### src/hw/tccr_pkg.sv
// Purpose: Shared constants and types for the timer with capture/compare/reload
// Assumes: APB with 32-bit data, one aligned word per register
// Notes: Offsets are byte addresses
package tccr_pkg;
   // Register byte offsets
   localparam logic [7:0] OFS_CTRL = 8'h00;
   localparam logic [7:0] OFS_CCMODE = 8'h04;
   localparam logic [7:0] OFS_CMPLVL = 8'h08;
   localparam logic [7:0] OFS_STATUS = 8'h0C;
   localparam logic [7:0] OFS_COUNT = 8'h10;
   localparam logic [7:0] OFS_RELOAD = 8'h14;
   localparam logic [7:0] OFS_CC0 = 8'h18;
   localparam logic [7:0] OFS_CC_STEP = 8'h04;
   localparam int NUM_CC = 4;

   // Control field positions
   localparam int CTL_RUN = 0;
   localparam int CTL_PRE = 1;
   localparam int CTL_GATE = 2;
   localparam int CTL_EXT = 3;
   localparam int CTL_RLD = 4;
   localparam int CTL_CMPM = 6;
   localparam int CTL_W = 7;

   // Status field positions
   localparam int ST_OVF = 0;
   localparam int ST_EXF = 1;
   localparam int ST_MATCH = 2;
   localparam int ST_INT = 6;
   localparam int ST_W = 10;

   // Reset values
   localparam logic [6:0] CTRL_RST = 7'h00;
   localparam logic [7:0] CCMODE_RST = 8'h00;
   localparam logic [3:0] CMPLVL_RST = 4'h0;
   localparam logic [9:0] STATUS_RST = 10'h000;
   localparam logic [15:0] CNT_RST = 16'h0000;
   localparam logic [15:0] CNT_MAX = 16'hFFFF;

   // Oscillator clocks per machine cycle
   localparam int MC_DIV = 12;
   localparam logic [3:0] MC_LAST = 4'(MC_DIV - 1);

   // Reload mode, gray-coded
   typedef enum logic [1:0] {
      RLD_NONE = 2'h0,
      RLD_AUTO = 2'h1,
      RLD_PIN = 2'h3,
      RLD_RSVD = 2'h2
   } tccr_rld_t;

   // Capture/compare channel mode
   typedef enum logic [1:0] {
      CCM_OFF = 2'h0,
      CCM_CAP_PIN = 2'h1,
      CCM_CMP = 2'h3,
      CCM_CAP_SW = 2'h2
   } tccr_ccm_t;
endpackage : tccr_pkg

### src/hw/tccr_top.sv
// Purpose: 16-bit timer/counter with reload, capture and compare, APB slave
// Assumes: mclk_i is the oscillator clock; pins are synchronous to it
// Notes: Counts once per machine cycle of twelve clocks at most
// Operation
// - The counter is 16 bits wide, with an optional 2:1 prescaler and optional gate input.
// - Four 16-bit capture/compare registers each own one port pin.
// - In auto reload mode an overflow loads the reload value into the counter.
// - In pin reload mode a falling reload pin edge loads the counter and raises a request.
// - In pin capture mode a pin transition latches the counter into that channel.
// - In software capture mode a low-byte write latches the counter into that channel.
// - A compare match drives the channel output event and requests an interrupt.
// - In compare mode 0 a match drives the pin high and an overflow drives it low.
// - In compare mode 1 a match drives a software level and overflow leaves the pin alone.
// - The four channel pins also act as external interrupt inputs 3 to 6.
// - Timer mode counts at 1/12 of the clock, counter mode at most 1/24 of it.
//
// Our own choices: the placing of the registers and the APB register port.
`timescale 1ns/1ns
module tccr_top (
   input wire logic mclk_i,
   input wire logic rstn_i,
   input wire logic [7:0] paddr_i,
   input wire logic psel_i,
   input wire logic penable_i,
   input wire logic pwrite_i,
   input wire logic [31:0] pwdata_i,
   input wire logic [3:0] pstrb_i,
   output logic [31:0] prdata_o,
   output logic pready_o,
   output logic pslverr_o,
   input wire logic count_gate_input_pin_i,
   input wire logic reload_trigger_pin_i,
   input wire logic [3:0] capcmp_pin_i,
   output logic [3:0] capcmp_pin_o,
   output logic [3:0] capcmp_pin_oe_o,
   output logic timer_irq_o,
   output logic cmp_irq_o,
   output logic [3:0] ext_irq_o
);
   logic [6:0] ctrl_reg, ctrl_next;
   logic [7:0] ccmode_reg, ccmode_next;
   logic [3:0] cmplvl_reg, cmplvl_next;
   logic [9:0] status_reg, status_next;
   logic [15:0] count_reg, count_next;
   logic [15:0] reload_reg, reload_next;
   logic [3:0] mc_cnt_reg, mc_cnt_next;
   logic pre_reg, pre_next;
   logic [31:0] prdata_reg, prdata_next;
   logic pready_reg, pready_next;
   logic pslverr_reg, pslverr_next;
   logic timer_irq_reg, timer_irq_next;
   logic cmp_irq_reg, cmp_irq_next;
   logic [31:0] wmask, rdata_mux;
   logic hit, setup, wr_fire;
   logic mc_tick, raw_tick, inc, ovf, cnt_wr, pin_rld, cnt_chg;
   logic cnt_fall, rld_fall;
   logic [9:0] st_set, st_clr;
   logic [3:0] cc_wr, pin_rise, pin_fall, ch_match;
   logic [15:0] ch_cc [4];
   tccr_pkg::tccr_rld_t rld_mode;

   assign rld_mode = tccr_pkg::tccr_rld_t'(ctrl_reg[tccr_pkg::CTL_RLD +: 2]);
   assign wmask = {{8{pstrb_i[3]}}, {8{pstrb_i[2]}}, {8{pstrb_i[1]}}, {8{pstrb_i[0]}}};
   assign setup = psel_i & ~penable_i;
   assign wr_fire = psel_i & penable_i & pready_reg & pwrite_i;

   always_comb begin
      mc_tick = (mc_cnt_reg == tccr_pkg::MC_LAST);
      mc_cnt_next = mc_tick ? 4'h0 : 4'(mc_cnt_reg + 4'h1);
   end

   // count pin sampled once per machine cycle
   tccr_edge u_cnt_edge (
      .mclk_i(mclk_i),
      .rstn_i(rstn_i),
      .en_i(mc_tick),
      .pin_i(count_gate_input_pin_i),
      .rise_o(),
      .fall_o(cnt_fall)
   );

   // Reload trigger sampled like the count pin
   tccr_edge u_rld_edge (
      .mclk_i(mclk_i),
      .rstn_i(rstn_i),
      .en_i(mc_tick),
      .pin_i(reload_trigger_pin_i),
      .rise_o(),
      .fall_o(rld_fall)
   );

   // tick source, gate and 2:1 prescaler
   always_comb begin
      if (ctrl_reg[tccr_pkg::CTL_EXT]) begin
         raw_tick = cnt_fall;
      end else begin
         raw_tick = mc_tick & (~ctrl_reg[tccr_pkg::CTL_GATE] | count_gate_input_pin_i);
      end
      raw_tick = raw_tick & ctrl_reg[tccr_pkg::CTL_RUN];
      pre_next = raw_tick ? ~pre_reg : pre_reg;
      inc = raw_tick & (~ctrl_reg[tccr_pkg::CTL_PRE] | pre_reg);
      ovf = inc & (count_reg == tccr_pkg::CNT_MAX);
   end

   // Counter: software write, then pin reload, then overflow, then increment
   always_comb begin
      cnt_wr = wr_fire & (paddr_i == tccr_pkg::OFS_COUNT);
      pin_rld = (rld_mode == tccr_pkg::RLD_PIN) & rld_fall;
      count_next = count_reg;
      if (cnt_wr) begin
         count_next = (count_reg & ~wmask[15:0]) | (pwdata_i[15:0] & wmask[15:0]);
      end else if (pin_rld) begin
         count_next = reload_reg;
      end else if (ovf) begin
         count_next = (rld_mode == tccr_pkg::RLD_AUTO) ? reload_reg : tccr_pkg::CNT_RST;
      end else if (inc) begin
         count_next = count_reg + 16'h0001;
      end
      cnt_chg = cnt_wr | pin_rld | inc;
   end

   // four capture/compare channels with their pins
   genvar gi;
   generate
      for (gi = 0; gi < tccr_pkg::NUM_CC; gi++) begin : g_ch
         assign cc_wr[gi] = wr_fire
            & (paddr_i == 8'(tccr_pkg::OFS_CC0 + gi * tccr_pkg::OFS_CC_STEP));
         tccr_edge u_pin_edge (
            .mclk_i(mclk_i),
            .rstn_i(rstn_i),
            .en_i(1'b1),
            .pin_i(capcmp_pin_i[gi]),
            .rise_o(pin_rise[gi]),
            .fall_o(pin_fall[gi])
         );
         tccr_chan u_chan (
            .mclk_i(mclk_i),
            .rstn_i(rstn_i),
            .mode_i(ccmode_reg[2 * gi +: 2]),
            .cmp_mode_i(ctrl_reg[tccr_pkg::CTL_CMPM]),
            .sw_level_i(cmplvl_reg[gi]),
            .count_i(count_reg),
            .cnt_new_i(count_next),
            .cnt_chg_i(cnt_chg),
            .ovf_i(ovf),
            .pin_edge_i(pin_rise[gi] | pin_fall[gi]),
            .wr_i(cc_wr[gi]),
            .wstrb_i(pstrb_i[1:0]),
            .wdata_i(pwdata_i[15:0]),
            .cc_o(ch_cc[gi]),
            .pin_o(capcmp_pin_o[gi]),
            .oe_o(capcmp_pin_oe_o[gi]),
            .match_o(ch_match[gi])
         );
      end
   endgenerate

   // Status flags; a set in the clearing cycle survives
   always_comb begin
      st_set = '0;
      st_set[tccr_pkg::ST_OVF] = ovf;
      st_set[tccr_pkg::ST_EXF] = pin_rld;
      st_set[tccr_pkg::ST_MATCH +: 4] = ch_match;
      // rising pin edge is an external interrupt
      st_set[tccr_pkg::ST_INT +: 4] = pin_rise;
      st_clr = '0;
      if (wr_fire && paddr_i == tccr_pkg::OFS_STATUS) begin
         st_clr = pwdata_i[9:0] & wmask[9:0];
      end
      status_next = (status_reg & ~st_clr) | st_set;
      // one timer request from both flags
      timer_irq_next = status_next[tccr_pkg::ST_OVF] | status_next[tccr_pkg::ST_EXF];
      // compare request from any match flag
      cmp_irq_next = |status_next[tccr_pkg::ST_MATCH +: 4];
   end

   // Plain control registers honour byte lanes
   always_comb begin
      ctrl_next = ctrl_reg;
      ccmode_next = ccmode_reg;
      cmplvl_next = cmplvl_reg;
      reload_next = reload_reg;
      if (wr_fire && paddr_i == tccr_pkg::OFS_CTRL) begin
         ctrl_next = (ctrl_reg & ~wmask[6:0]) | (pwdata_i[6:0] & wmask[6:0]);
      end else if (wr_fire && paddr_i == tccr_pkg::OFS_CCMODE) begin
         ccmode_next = (ccmode_reg & ~wmask[7:0]) | (pwdata_i[7:0] & wmask[7:0]);
      end else if (wr_fire && paddr_i == tccr_pkg::OFS_CMPLVL) begin
         cmplvl_next = (cmplvl_reg & ~wmask[3:0]) | (pwdata_i[3:0] & wmask[3:0]);
      end else if (wr_fire && paddr_i == tccr_pkg::OFS_RELOAD) begin
         reload_next = (reload_reg & ~wmask[15:0]) | (pwdata_i[15:0] & wmask[15:0]);
      end
   end

   // Read decode; unmapped addresses answer with an error
   always_comb begin
      rdata_mux = 32'h0000_0000;
      hit = 1'b1;
      if (paddr_i == tccr_pkg::OFS_CTRL) begin
         rdata_mux[6:0] = ctrl_reg;
      end else if (paddr_i == tccr_pkg::OFS_CCMODE) begin
         rdata_mux[7:0] = ccmode_reg;
      end else if (paddr_i == tccr_pkg::OFS_CMPLVL) begin
         rdata_mux[3:0] = cmplvl_reg;
      end else if (paddr_i == tccr_pkg::OFS_STATUS) begin
         rdata_mux[9:0] = status_reg;
      end else if (paddr_i == tccr_pkg::OFS_COUNT) begin
         rdata_mux[15:0] = count_reg;
      end else if (paddr_i == tccr_pkg::OFS_RELOAD) begin
         rdata_mux[15:0] = reload_reg;
      end else if (|cc_wr || paddr_i[7:4] == 4'h1 || paddr_i[7:4] == 4'h2) begin
         hit = 1'b0;
         for (int k = 0; k < tccr_pkg::NUM_CC; k++) begin
            if (paddr_i == 8'(tccr_pkg::OFS_CC0 + k * tccr_pkg::OFS_CC_STEP)) begin
               rdata_mux[15:0] = ch_cc[k];
               hit = 1'b1;
            end
         end
      end else begin
         hit = 1'b0;
      end
   end

   // Answer is prepared in setup so the access phase never waits
   always_comb begin
      pready_next = setup;
      pslverr_next = setup & ~hit;
      prdata_next = (setup && !pwrite_i) ? rdata_mux : prdata_reg;
   end

   always_ff @(posedge mclk_i or negedge rstn_i) begin
      if (!rstn_i) begin
         ctrl_reg <= tccr_pkg::CTRL_RST;
         ccmode_reg <= tccr_pkg::CCMODE_RST;
         cmplvl_reg <= tccr_pkg::CMPLVL_RST;
         status_reg <= tccr_pkg::STATUS_RST;
         count_reg <= tccr_pkg::CNT_RST;
         reload_reg <= tccr_pkg::CNT_RST;
         mc_cnt_reg <= 4'h0;
         pre_reg <= 1'b0;
         prdata_reg <= 32'h0000_0000;
         pready_reg <= 1'b0;
         pslverr_reg <= 1'b0;
         timer_irq_reg <= 1'b0;
         cmp_irq_reg <= 1'b0;
      end else begin
         ctrl_reg <= ctrl_next;
         ccmode_reg <= ccmode_next;
         cmplvl_reg <= cmplvl_next;
         status_reg <= status_next;
         count_reg <= count_next;
         reload_reg <= reload_next;
         mc_cnt_reg <= mc_cnt_next;
         pre_reg <= pre_next;
         prdata_reg <= prdata_next;
         pready_reg <= pready_next;
         pslverr_reg <= pslverr_next;
         timer_irq_reg <= timer_irq_next;
         cmp_irq_reg <= cmp_irq_next;
      end
   end

   assign prdata_o = prdata_reg;
   assign pready_o = pready_reg;
   assign pslverr_o = pslverr_reg;
   assign timer_irq_o = timer_irq_reg;
   assign cmp_irq_o = cmp_irq_reg;
   assign ext_irq_o = status_reg[tccr_pkg::ST_INT +: 4];
endmodule : tccr_top

### src/hw/tccr_edge.sv
// Purpose: Edge detector on a pin sampled when enabled
// Assumes: Pin synchronous to the clock
// Notes: Idle level is high, matching a pulled-up port pin
`timescale 1ns/1ns
module tccr_edge (
   input wire logic mclk_i,
   input wire logic rstn_i,
   input wire logic en_i,
   input wire logic pin_i,
   output logic rise_o,
   output logic fall_o
);
   logic prev_reg;
   logic prev_next;

   // Previous sample only moves on enabled cycles
   always_comb begin
      prev_next = en_i ? pin_i : prev_reg;
   end

   always_ff @(posedge mclk_i or negedge rstn_i) begin
      if (!rstn_i) begin
         prev_reg <= 1'b1;
      end else begin
         prev_reg <= prev_next;
      end
   end

   assign rise_o = en_i & ~prev_reg & pin_i;
   assign fall_o = en_i & prev_reg & ~pin_i;
endmodule : tccr_edge

### src/hw/tccr_chan.sv
// Purpose: One 16-bit capture/compare register with its pin
// Assumes: Counter change is flagged by cnt_chg_i with the value it takes
// Notes: Match is checked against the value the counter is about to hold
`timescale 1ns/1ns
module tccr_chan (
   input wire logic mclk_i,
   input wire logic rstn_i,
   input wire logic [1:0] mode_i,
   input wire logic cmp_mode_i,
   input wire logic sw_level_i,
   input wire logic [15:0] count_i,
   input wire logic [15:0] cnt_new_i,
   input wire logic cnt_chg_i,
   input wire logic ovf_i,
   input wire logic pin_edge_i,
   input wire logic wr_i,
   input wire logic [1:0] wstrb_i,
   input wire logic [15:0] wdata_i,
   output logic [15:0] cc_o,
   output logic pin_o,
   output logic oe_o,
   output logic match_o
);
   tccr_pkg::tccr_ccm_t mode;
   logic [15:0] cc_reg, cc_next;
   logic pin_reg, pin_next;
   logic match_reg, match_next;
   logic oe_reg, oe_next;
   logic match;

   assign mode = tccr_pkg::tccr_ccm_t'(mode_i);
   assign match = (mode == tccr_pkg::CCM_CMP) & cnt_chg_i & (cnt_new_i == cc_reg);

   // Capture beats a plain store; low-byte write is the trigger in software mode
   // capture triggers
   always_comb begin
      cc_next = cc_reg;
      if (mode == tccr_pkg::CCM_CAP_PIN && pin_edge_i) begin
         cc_next = count_i;
      end else if (mode == tccr_pkg::CCM_CAP_SW && wr_i && wstrb_i[0]) begin
         cc_next = count_i;
      end else if (wr_i) begin
         if (wstrb_i[0]) begin
            cc_next[7:0] = wdata_i[7:0];
         end
         if (wstrb_i[1]) begin
            cc_next[15:8] = wdata_i[15:8];
         end
      end
   end

   // Pin level: match wins over an overflow landing in the same cycle
   // compare pin level
   always_comb begin
      pin_next = pin_reg;
      match_next = match;
      oe_next = (mode == tccr_pkg::CCM_CMP); // Registered so the pin enable leaves a flop
      if (match) begin
         pin_next = cmp_mode_i ? sw_level_i : 1'b1;
      end else if (ovf_i && !cmp_mode_i) begin
         pin_next = 1'b0;
      end
   end

   always_ff @(posedge mclk_i or negedge rstn_i) begin
      if (!rstn_i) begin
         cc_reg <= tccr_pkg::CNT_RST;
         pin_reg <= 1'b0;
         match_reg <= 1'b0;
         oe_reg <= 1'b0;
      end else begin
         cc_reg <= cc_next;
         pin_reg <= pin_next;
         match_reg <= match_next;
         oe_reg <= oe_next;
      end
   end

   assign cc_o = cc_reg;
   assign pin_o = pin_reg;
   assign oe_o = oe_reg;
   assign match_o = match_reg;
endmodule : tccr_chan

### config.mk
export PLATFORM = sky130hd
export DESIGN_NAME = tccr_top
export DESIGN_NICKNAME = d
export VERILOG_FILES = /design/src/hw/tccr_pkg.sv /design/src/hw/tccr_top.sv /design/src/hw/tccr_edge.sv /design/src/hw/tccr_chan.sv
export SDC_FILE = /design/constraint.sdc
export NUM_CORES = 1
export LEC_CHECK = 0
export BUFFER_PORTS_ARGS = -buffer_cell sky130_fd_sc_hd__buf_2
export CAP_MARGIN = 20
export CORE_MARGIN = 1
export CORE_UTILIZATION = 50
export CTS_BUF_LIST = sky130_fd_sc_hd__clkbuf_4
export CTS_CLUSTER_SIZE = 24
export DETAILED_ROUTE_END_ITERATION = 6
export GPL_ROUTABILITY_DRIVEN = 0
export HOLD_SLACK_MARGIN = 0.1
export PLACE_DENSITY = 0.66
export SLEW_MARGIN = 20
export SYNTH_ARGS = -nofsm -noshare
export SYNTH_HDL_FRONTEND = slang
export SYNTH_SLANG_ARGS = --single-unit
### constraint.sdc
create_clock -name mclk_i -period 5.55 [get_ports mclk_i]
set_input_delay 1.3875 -clock mclk_i [delete_from_list [all_inputs] [get_ports mclk_i]]
set_output_delay 1.3875 -clock mclk_i [all_outputs]
set_load 0.02 [all_outputs]
======== After elaboration in Yosys (flattened, before gate mapping) ========
Index checks and enable logic that the tools add are counted.
word-level totals
  register bits after elaboration ......... 168
  bits in latches ......................... 0
  RAM bits ................................ 0
  bits in read-only memories .............. 0
  input bits .............................. 55
  output and inout port bits .............. 48
  logic and storage cells ................. 270
  memories ................................ 0
cells by class
  add/sub/neg operators ................... 2
  multipliers ............................. 0
  divide/modulo/power cells ............... 0
  order comparisons ....................... 0
  eq/ne operators ......................... 31
  shift operators ......................... 0
  mux-type cells .......................... 61
  bitwise gates (word level) .............. 84
  reduce and logical (&&, ||, !) cells .... 53
operator list
  operator                                                          number
  16-bit two-way mux                                                28
  16-bit == test                                                    4
  16-bit AND                                                        3
  3-bit nonzero test                                                12
  1-bit AND                                                         35
  8-bit by 5-bit == test with 1-bit output (second input constant)  4
  8-bit two-way mux                                                 4
  16-bit bitwise OR                                                 2
  1-bit two-way mux                                                 21
  10-bit AND                                                        2
  10-bit two-way mux                                                2
  1-bit logical AND                                                 19
  2-bit == test (second input constant)                             9
  1-bit NOT                                                         18
  2-bit AND reduction                                               9
  16-bit by 1-bit adder with 16-bit output (second input constant)  1
  8-bit AND                                                         2
  16-bit == test (second input constant)                            1
  8-bit by 4-bit == test with 1-bit output (second input constant)  2
  8-bit by 6-bit == test with 1-bit output (second input constant)  2
  16-bit NOT                                                        1
  7-bit AND                                                         2
  12-bit two-way mux                                                1
  2-bit by 1-bit == test with 1-bit output (second input constant)  5
  other kinds (26)                                                  42

======== Logic depth before layout (Yosys ltp) ========
  word-level depth ........................ 18
  depth in mapped cells ................... 13
  depth with buffers taken out ............ 11

======== By module ========
Synthesis repeated with hierarchy kept, for this count alone.
second synthesis, totals
  cell total of the unflattened synthesis .. 1,024
  area, all modules ....................... 10,132.2 sq um
modules (own cells, without submodules)
  module     instances  cells each  area an instance (sq um)  sequential area each (sq um)
  tccr_top   1          584         5,540.3                   2,152.1
  tccr_chan  4          104         1,056.0                   475.5
  tccr_edge  6          4           61.3                      26.3

======== Worst setup path before layout ========
No wires, ideal clock.
  kind .................................... in2reg
  start point ............................. input paddr_i[2]
  end point ............................... register g_ch[1].u_chan.pin_reg
  library setup time ...................... 0.079 ns
  arrival time ............................ 4.388 ns
  required time ........................... 5.471 ns
  setup slack ............................. 1.083 ns
  cell stages on the path ................. 11
  path buffers ............................ 1
  cell sequence ........................... buf_2 or4_4 nor3_4 a21oi_1 a32o_2 a21oi_2 xor2_1 a2111o_1 or4_1 nor4_2 mux2i_1
on the way
  elaborated cells on any way between the ends .. 10
  classes of those cells .................. eq/ne: 2; mux: 2; bitwise: 5; reduce/logical: 1
RTL lines
  what                                                            line             text
  start, declared                                                 tccr_top.sv:22   input wire logic [7:0] paddr_i,
  8-bit by 5-bit == test with 1-bit output *                      tccr_top.sv:107  cnt_wr = wr_fire & (paddr_i == tccr_pkg::OFS_COUNT);
  1-bit AND *                                                     tccr_top.sv:107
  16-bit two-way mux *                                            tccr_top.sv:110  if (cnt_wr) begin
  named net count_next[15]                                        tccr_top.sv:44   logic [15:0] count_reg, count_next;
  16-bit == test *                                                tccr_chan.sv:32  assign match = (mode == tccr_pkg::CCM_CMP) & cnt_chg_i & (cnt_new_i == cc_reg);
  1-bit AND *                                                     tccr_chan.sv:32
  1-bit two-way mux / 2-bit nonzero test (equally long branches)  -
  end signal, assigned                                            tccr_chan.sv:73  pin_reg <= pin_next;
  end, declared                                                   tccr_chan.sv:26  logic pin_reg, pin_next;
The timed path passes the listed nets; every way through them passes the cells marked *.
A chain may end at the register's enable or synchronous reset.

======== Worst setup path after layout ========
  start point ............................. input pstrb_i[0]
  end point ............................... register g_ch[3].u_chan.pin_reg
on the way
  word-level cells in the longest chain between the ends .. 7
  elaborated cells on any way between the ends .. 9
  classes of those cells .................. eq/ne: 1; mux: 2; bitwise: 5; reduce/logical: 1
ends and longest elaborated chain
  what                                                            line             text
  start, declared                                                 tccr_top.sv:27   input wire logic [3:0] pstrb_i,
  16-bit NOT                                                      tccr_top.sv:111  count_next = (count_reg & ~wmask[15:0]) | (pwdata_i[15:0] & wmask[15:0]);
  16-bit AND                                                      tccr_top.sv:111
  16-bit bitwise OR *                                             tccr_top.sv:111
  16-bit two-way mux *                                            tccr_top.sv:110
  16-bit == test *                                                tccr_chan.sv:32
  1-bit AND *                                                     tccr_chan.sv:32
  1-bit two-way mux / 2-bit nonzero test (equally long branches)  -
  end signal, assigned                                            tccr_chan.sv:73
  end, declared                                                   tccr_chan.sv:26
Mark *: on every way between the ends. The rest lies on a longest branch, timed or not.

==> impl_metrics.tcl <==
set metrics [dict create \
    status "finished with violations" \
    violations "design-rule violations" \
    netlist_instances 1250 \
    grt_remaining_overflow 0 \
    critPathLaunchType "primary input" \
    first_iter_violations 1618 \
    max-slew-margin-rel_pct 29.7 \
    worstSetupEndpoint "g_ch[3].u_chan.pin_o" \
    io_pins 103 \
    dp_cells 1539 \
    yosys.area.top_type_share_pct 36.7 \
    cellPowerDensity_nw_per_um2 191 \
    core-area_sq_um 21800 \
    cts_tree "yes" \
    nNetsFinal 1339 \
    fp.dieH_um 151 \
    synthTopCellsByArea "dfrtp_1, mux2i_1, o21ai_0" \
    finalSetupViolCount 0 \
    holdBufCountCts 0 \
    synthSimpleGateAreaFrac_pct 20.7 \
    synth_compound_area_share_pct 19.8 \
    p_leak_nw 5.40 \
    seq_area_frac_synth_pct 38.1 \
    grt_max_degree 92 \
    fin_cells 1572 \
    first_pass_iters 7 \
    fmax_ghz 0.199 \
    fin_skew_ns 0.0323 \
    rr_worst_depth 10 \
    timing.setup.tns_ns 0 \
    cts_buffers 17 \
    hold_ws_ns 0.474 \
    post_cts_buffers 0 \
    post_drt_wl_per_cell_um 26.8 \
    placed_area_sq_um 11500 \
    worst_pin_slew_ns 1.05 \
    crit_fanout 18 \
    die-area_sq_um 22700 \
    dp_hpwl_mm 30.7 \
    slew_viol_final 0 \
    vdd_drop_max_mv 0.172 \
    cts_sinks 168 \
    yosysTopAreaCell "dfrtp_1" \
    clockBufferDepth 2 \
    drv_cap 0 \
    clkTransAtPathRegs_ns 0.18 \
    yosys_most_used_dff "dfrtp_1" \
    period_share_pct 90.4 \
    drive_gt1_share_pct 15.9 \
    antenna_found_initial 1 \
    synthMuxAreaShare_pct 11.8 \
    rows 54 \
    ctsResizeCount 0 \
    antenna_left 0 \
    required_ns 6.10 \
    avgSynthCellArea_sq_um 8.84 \
    worst_r2r_startpoint "count_reg[4]" \
    synth_top_family_by_area "simple AND/OR/NAND/NOR gates" \
    end_kind "register" \
    crit_type "in2reg" \
    ys_warn_count 0 \
    reg2reg_slack_ns 0.85 \
    n_fill_cell 2024 \
    final_cell_mix "nand2_1, dfrtp_1, o21ai_0" \
    critPathLaunch "pstrb_i[0]" \
    setup_ws_ns 0.530 \
    cp.arrival_ns 5.57 \
    syn-cell-area_sq_um 11100 \
    hold_viol 0 \
    drc 40 \
    clock_latency_ns 0.63 \
    final_cell_area_sq_um 11900 \
    synthDistinctLibCells 94 \
    grt_usage_pct 38.0 \
    rsz0062_at_grt "false" \
    async_reset_ff_share_pct 100 \
    preCtsSetupSlack_ns 0.454 \
    die_x_um 151 \
    areaGrowthSynthToFinish_pct 7.33 \
    synth_enable_flop_cells 0 \
    viasPerCell 6.87 \
    grt_pass1_vias 9840 \
    synth_adder_area_share_pct 0.679 \
    htreeDepth 4 \
    hp-class "reg2reg" \
    final_common_cell "nand2_1" \
    period_minus_slack_ns 5.02 \
    synth_xor_area_share_pct 3.33 \
    drt_wl_total_mm 42.1 \
    grt_pass1_wl_mm 62.6 \
    port_buffers 68 \
    vias 10799 \
    rr_endpoint "g_ch[2].u_chan.pin_o" \
    initial_core_util_pct 50.8 \
    clock-root-buffer "clkbuf_4" \
    ys_ff_latch 168 \
]
==> through the flow <==
step | util [%] | total power [mW]
2_1_floorplan | - | 1.40
3_3_place_gp | 53.0 | 1.49
3_5_place_dp | 53.0 | 1.49
4_1_cts | 54.5 | 2.26
5_1_grt | 54.5 | 2.33
6_report | 54.5 | 2.26
==> layout make-up <==
type / count / area, sq um / area share, %
diodes: 1 / 2.50 / 0.0211
flip-flops and latches: 168 / 4210 / 35.5
inverters: 24 / 90.1 / 0.760
well taps: 280 / 350 / 2.95
clock inverters: 15 / 198 / 1.67
clock buffers: 17 / 128 / 1.08
multi-input cells: 967 / 6280 / 53.0
repair buffers: 100 / 599 / 5.05
==> per-layer routing <==
layer  vias up  GRT usage (%)  part of all wire, %
li1       4636              -                    -
met1      5155           52.5                   40
met2       837           55.8                   42
met3       171           10.0                   12
met4         0           16.7                  5.3
met5         -              0                    0
==> synth_stat cells (14+ instances only) <==
cell and n:
mux2_2 38, dfrtp_1 162, xor2_1 16, nand3_1 29, nand2_1 172, a21oi_1 35, o21ai_0 133, xnor2_1 26
nand4_1 19, a31oi_1 19, buf_2 14, clkbuf_1 54, nor2_1 75, inv_1 24, buf_4 30, mux2i_1 86
nor2b_1 15, nor3_1 35
==> report_power, final <==
| group | internal (mW) | switching, mW |
|---|---|---|
| Clock | 0.219 | 0.567 |
| Sequential | 1.25 | 0.0246 |
| Combinational | 0.0619 | 0.145 |
==> worst min path at each step <==
| stage | startpoint | end | slack, ns | cells past startpoint |
|---|---|---|---|---|
| 2_1_floorplan | g_ch[1].u_chan.match_o | status_reg[3] | 0.42 | 1 |
| 3_3_place_gp | g_ch[0].u_chan.match_o | status_reg[2] | 0.43 | 1 |
| 3_5_place_dp | g_ch[1].u_chan.match_o | status_reg[3] | 0.43 | 1 |
| 4_1_cts | g_ch[1].u_chan.match_o | status_reg[3] | 0.47 | 1 |
| 5_1_grt | u_cnt_edge.prev_reg | u_cnt_edge.prev_reg | 0.49 | 2 |
| 6_report | g_ch[1].u_chan.match_o | status_reg[3] | 0.47 | 1 |
==> kinds of logic (layout without fill, tap and decap cells) <==
group | after synthesis | in the layout
buffers and inverters | 130 | 156
xor gates and xnor gates | 42 | 42
adders and majority gates | 6 | 6
AOI/OAI and AO/OA | 329 | 329
other | 1 | 17
muxes | 125 | 125
DFF | 168 | 168
and+or+nand+nor | 449 | 449
==> critical path, stage by stage <==
cell and delay, ns:
buf_2 0.43, mux2i_1 0.83, and4_1 0.43, nor2_1 0.06, a22oi_1 0.41, a21oi_1 0.13, or4_1 0.57, nor4bb_1 0.32
nand4b_1 0.14, nor4_1 0.42, buf_4 0.22, mux2i_1 0.19
(Power assumes the default switching activity.)
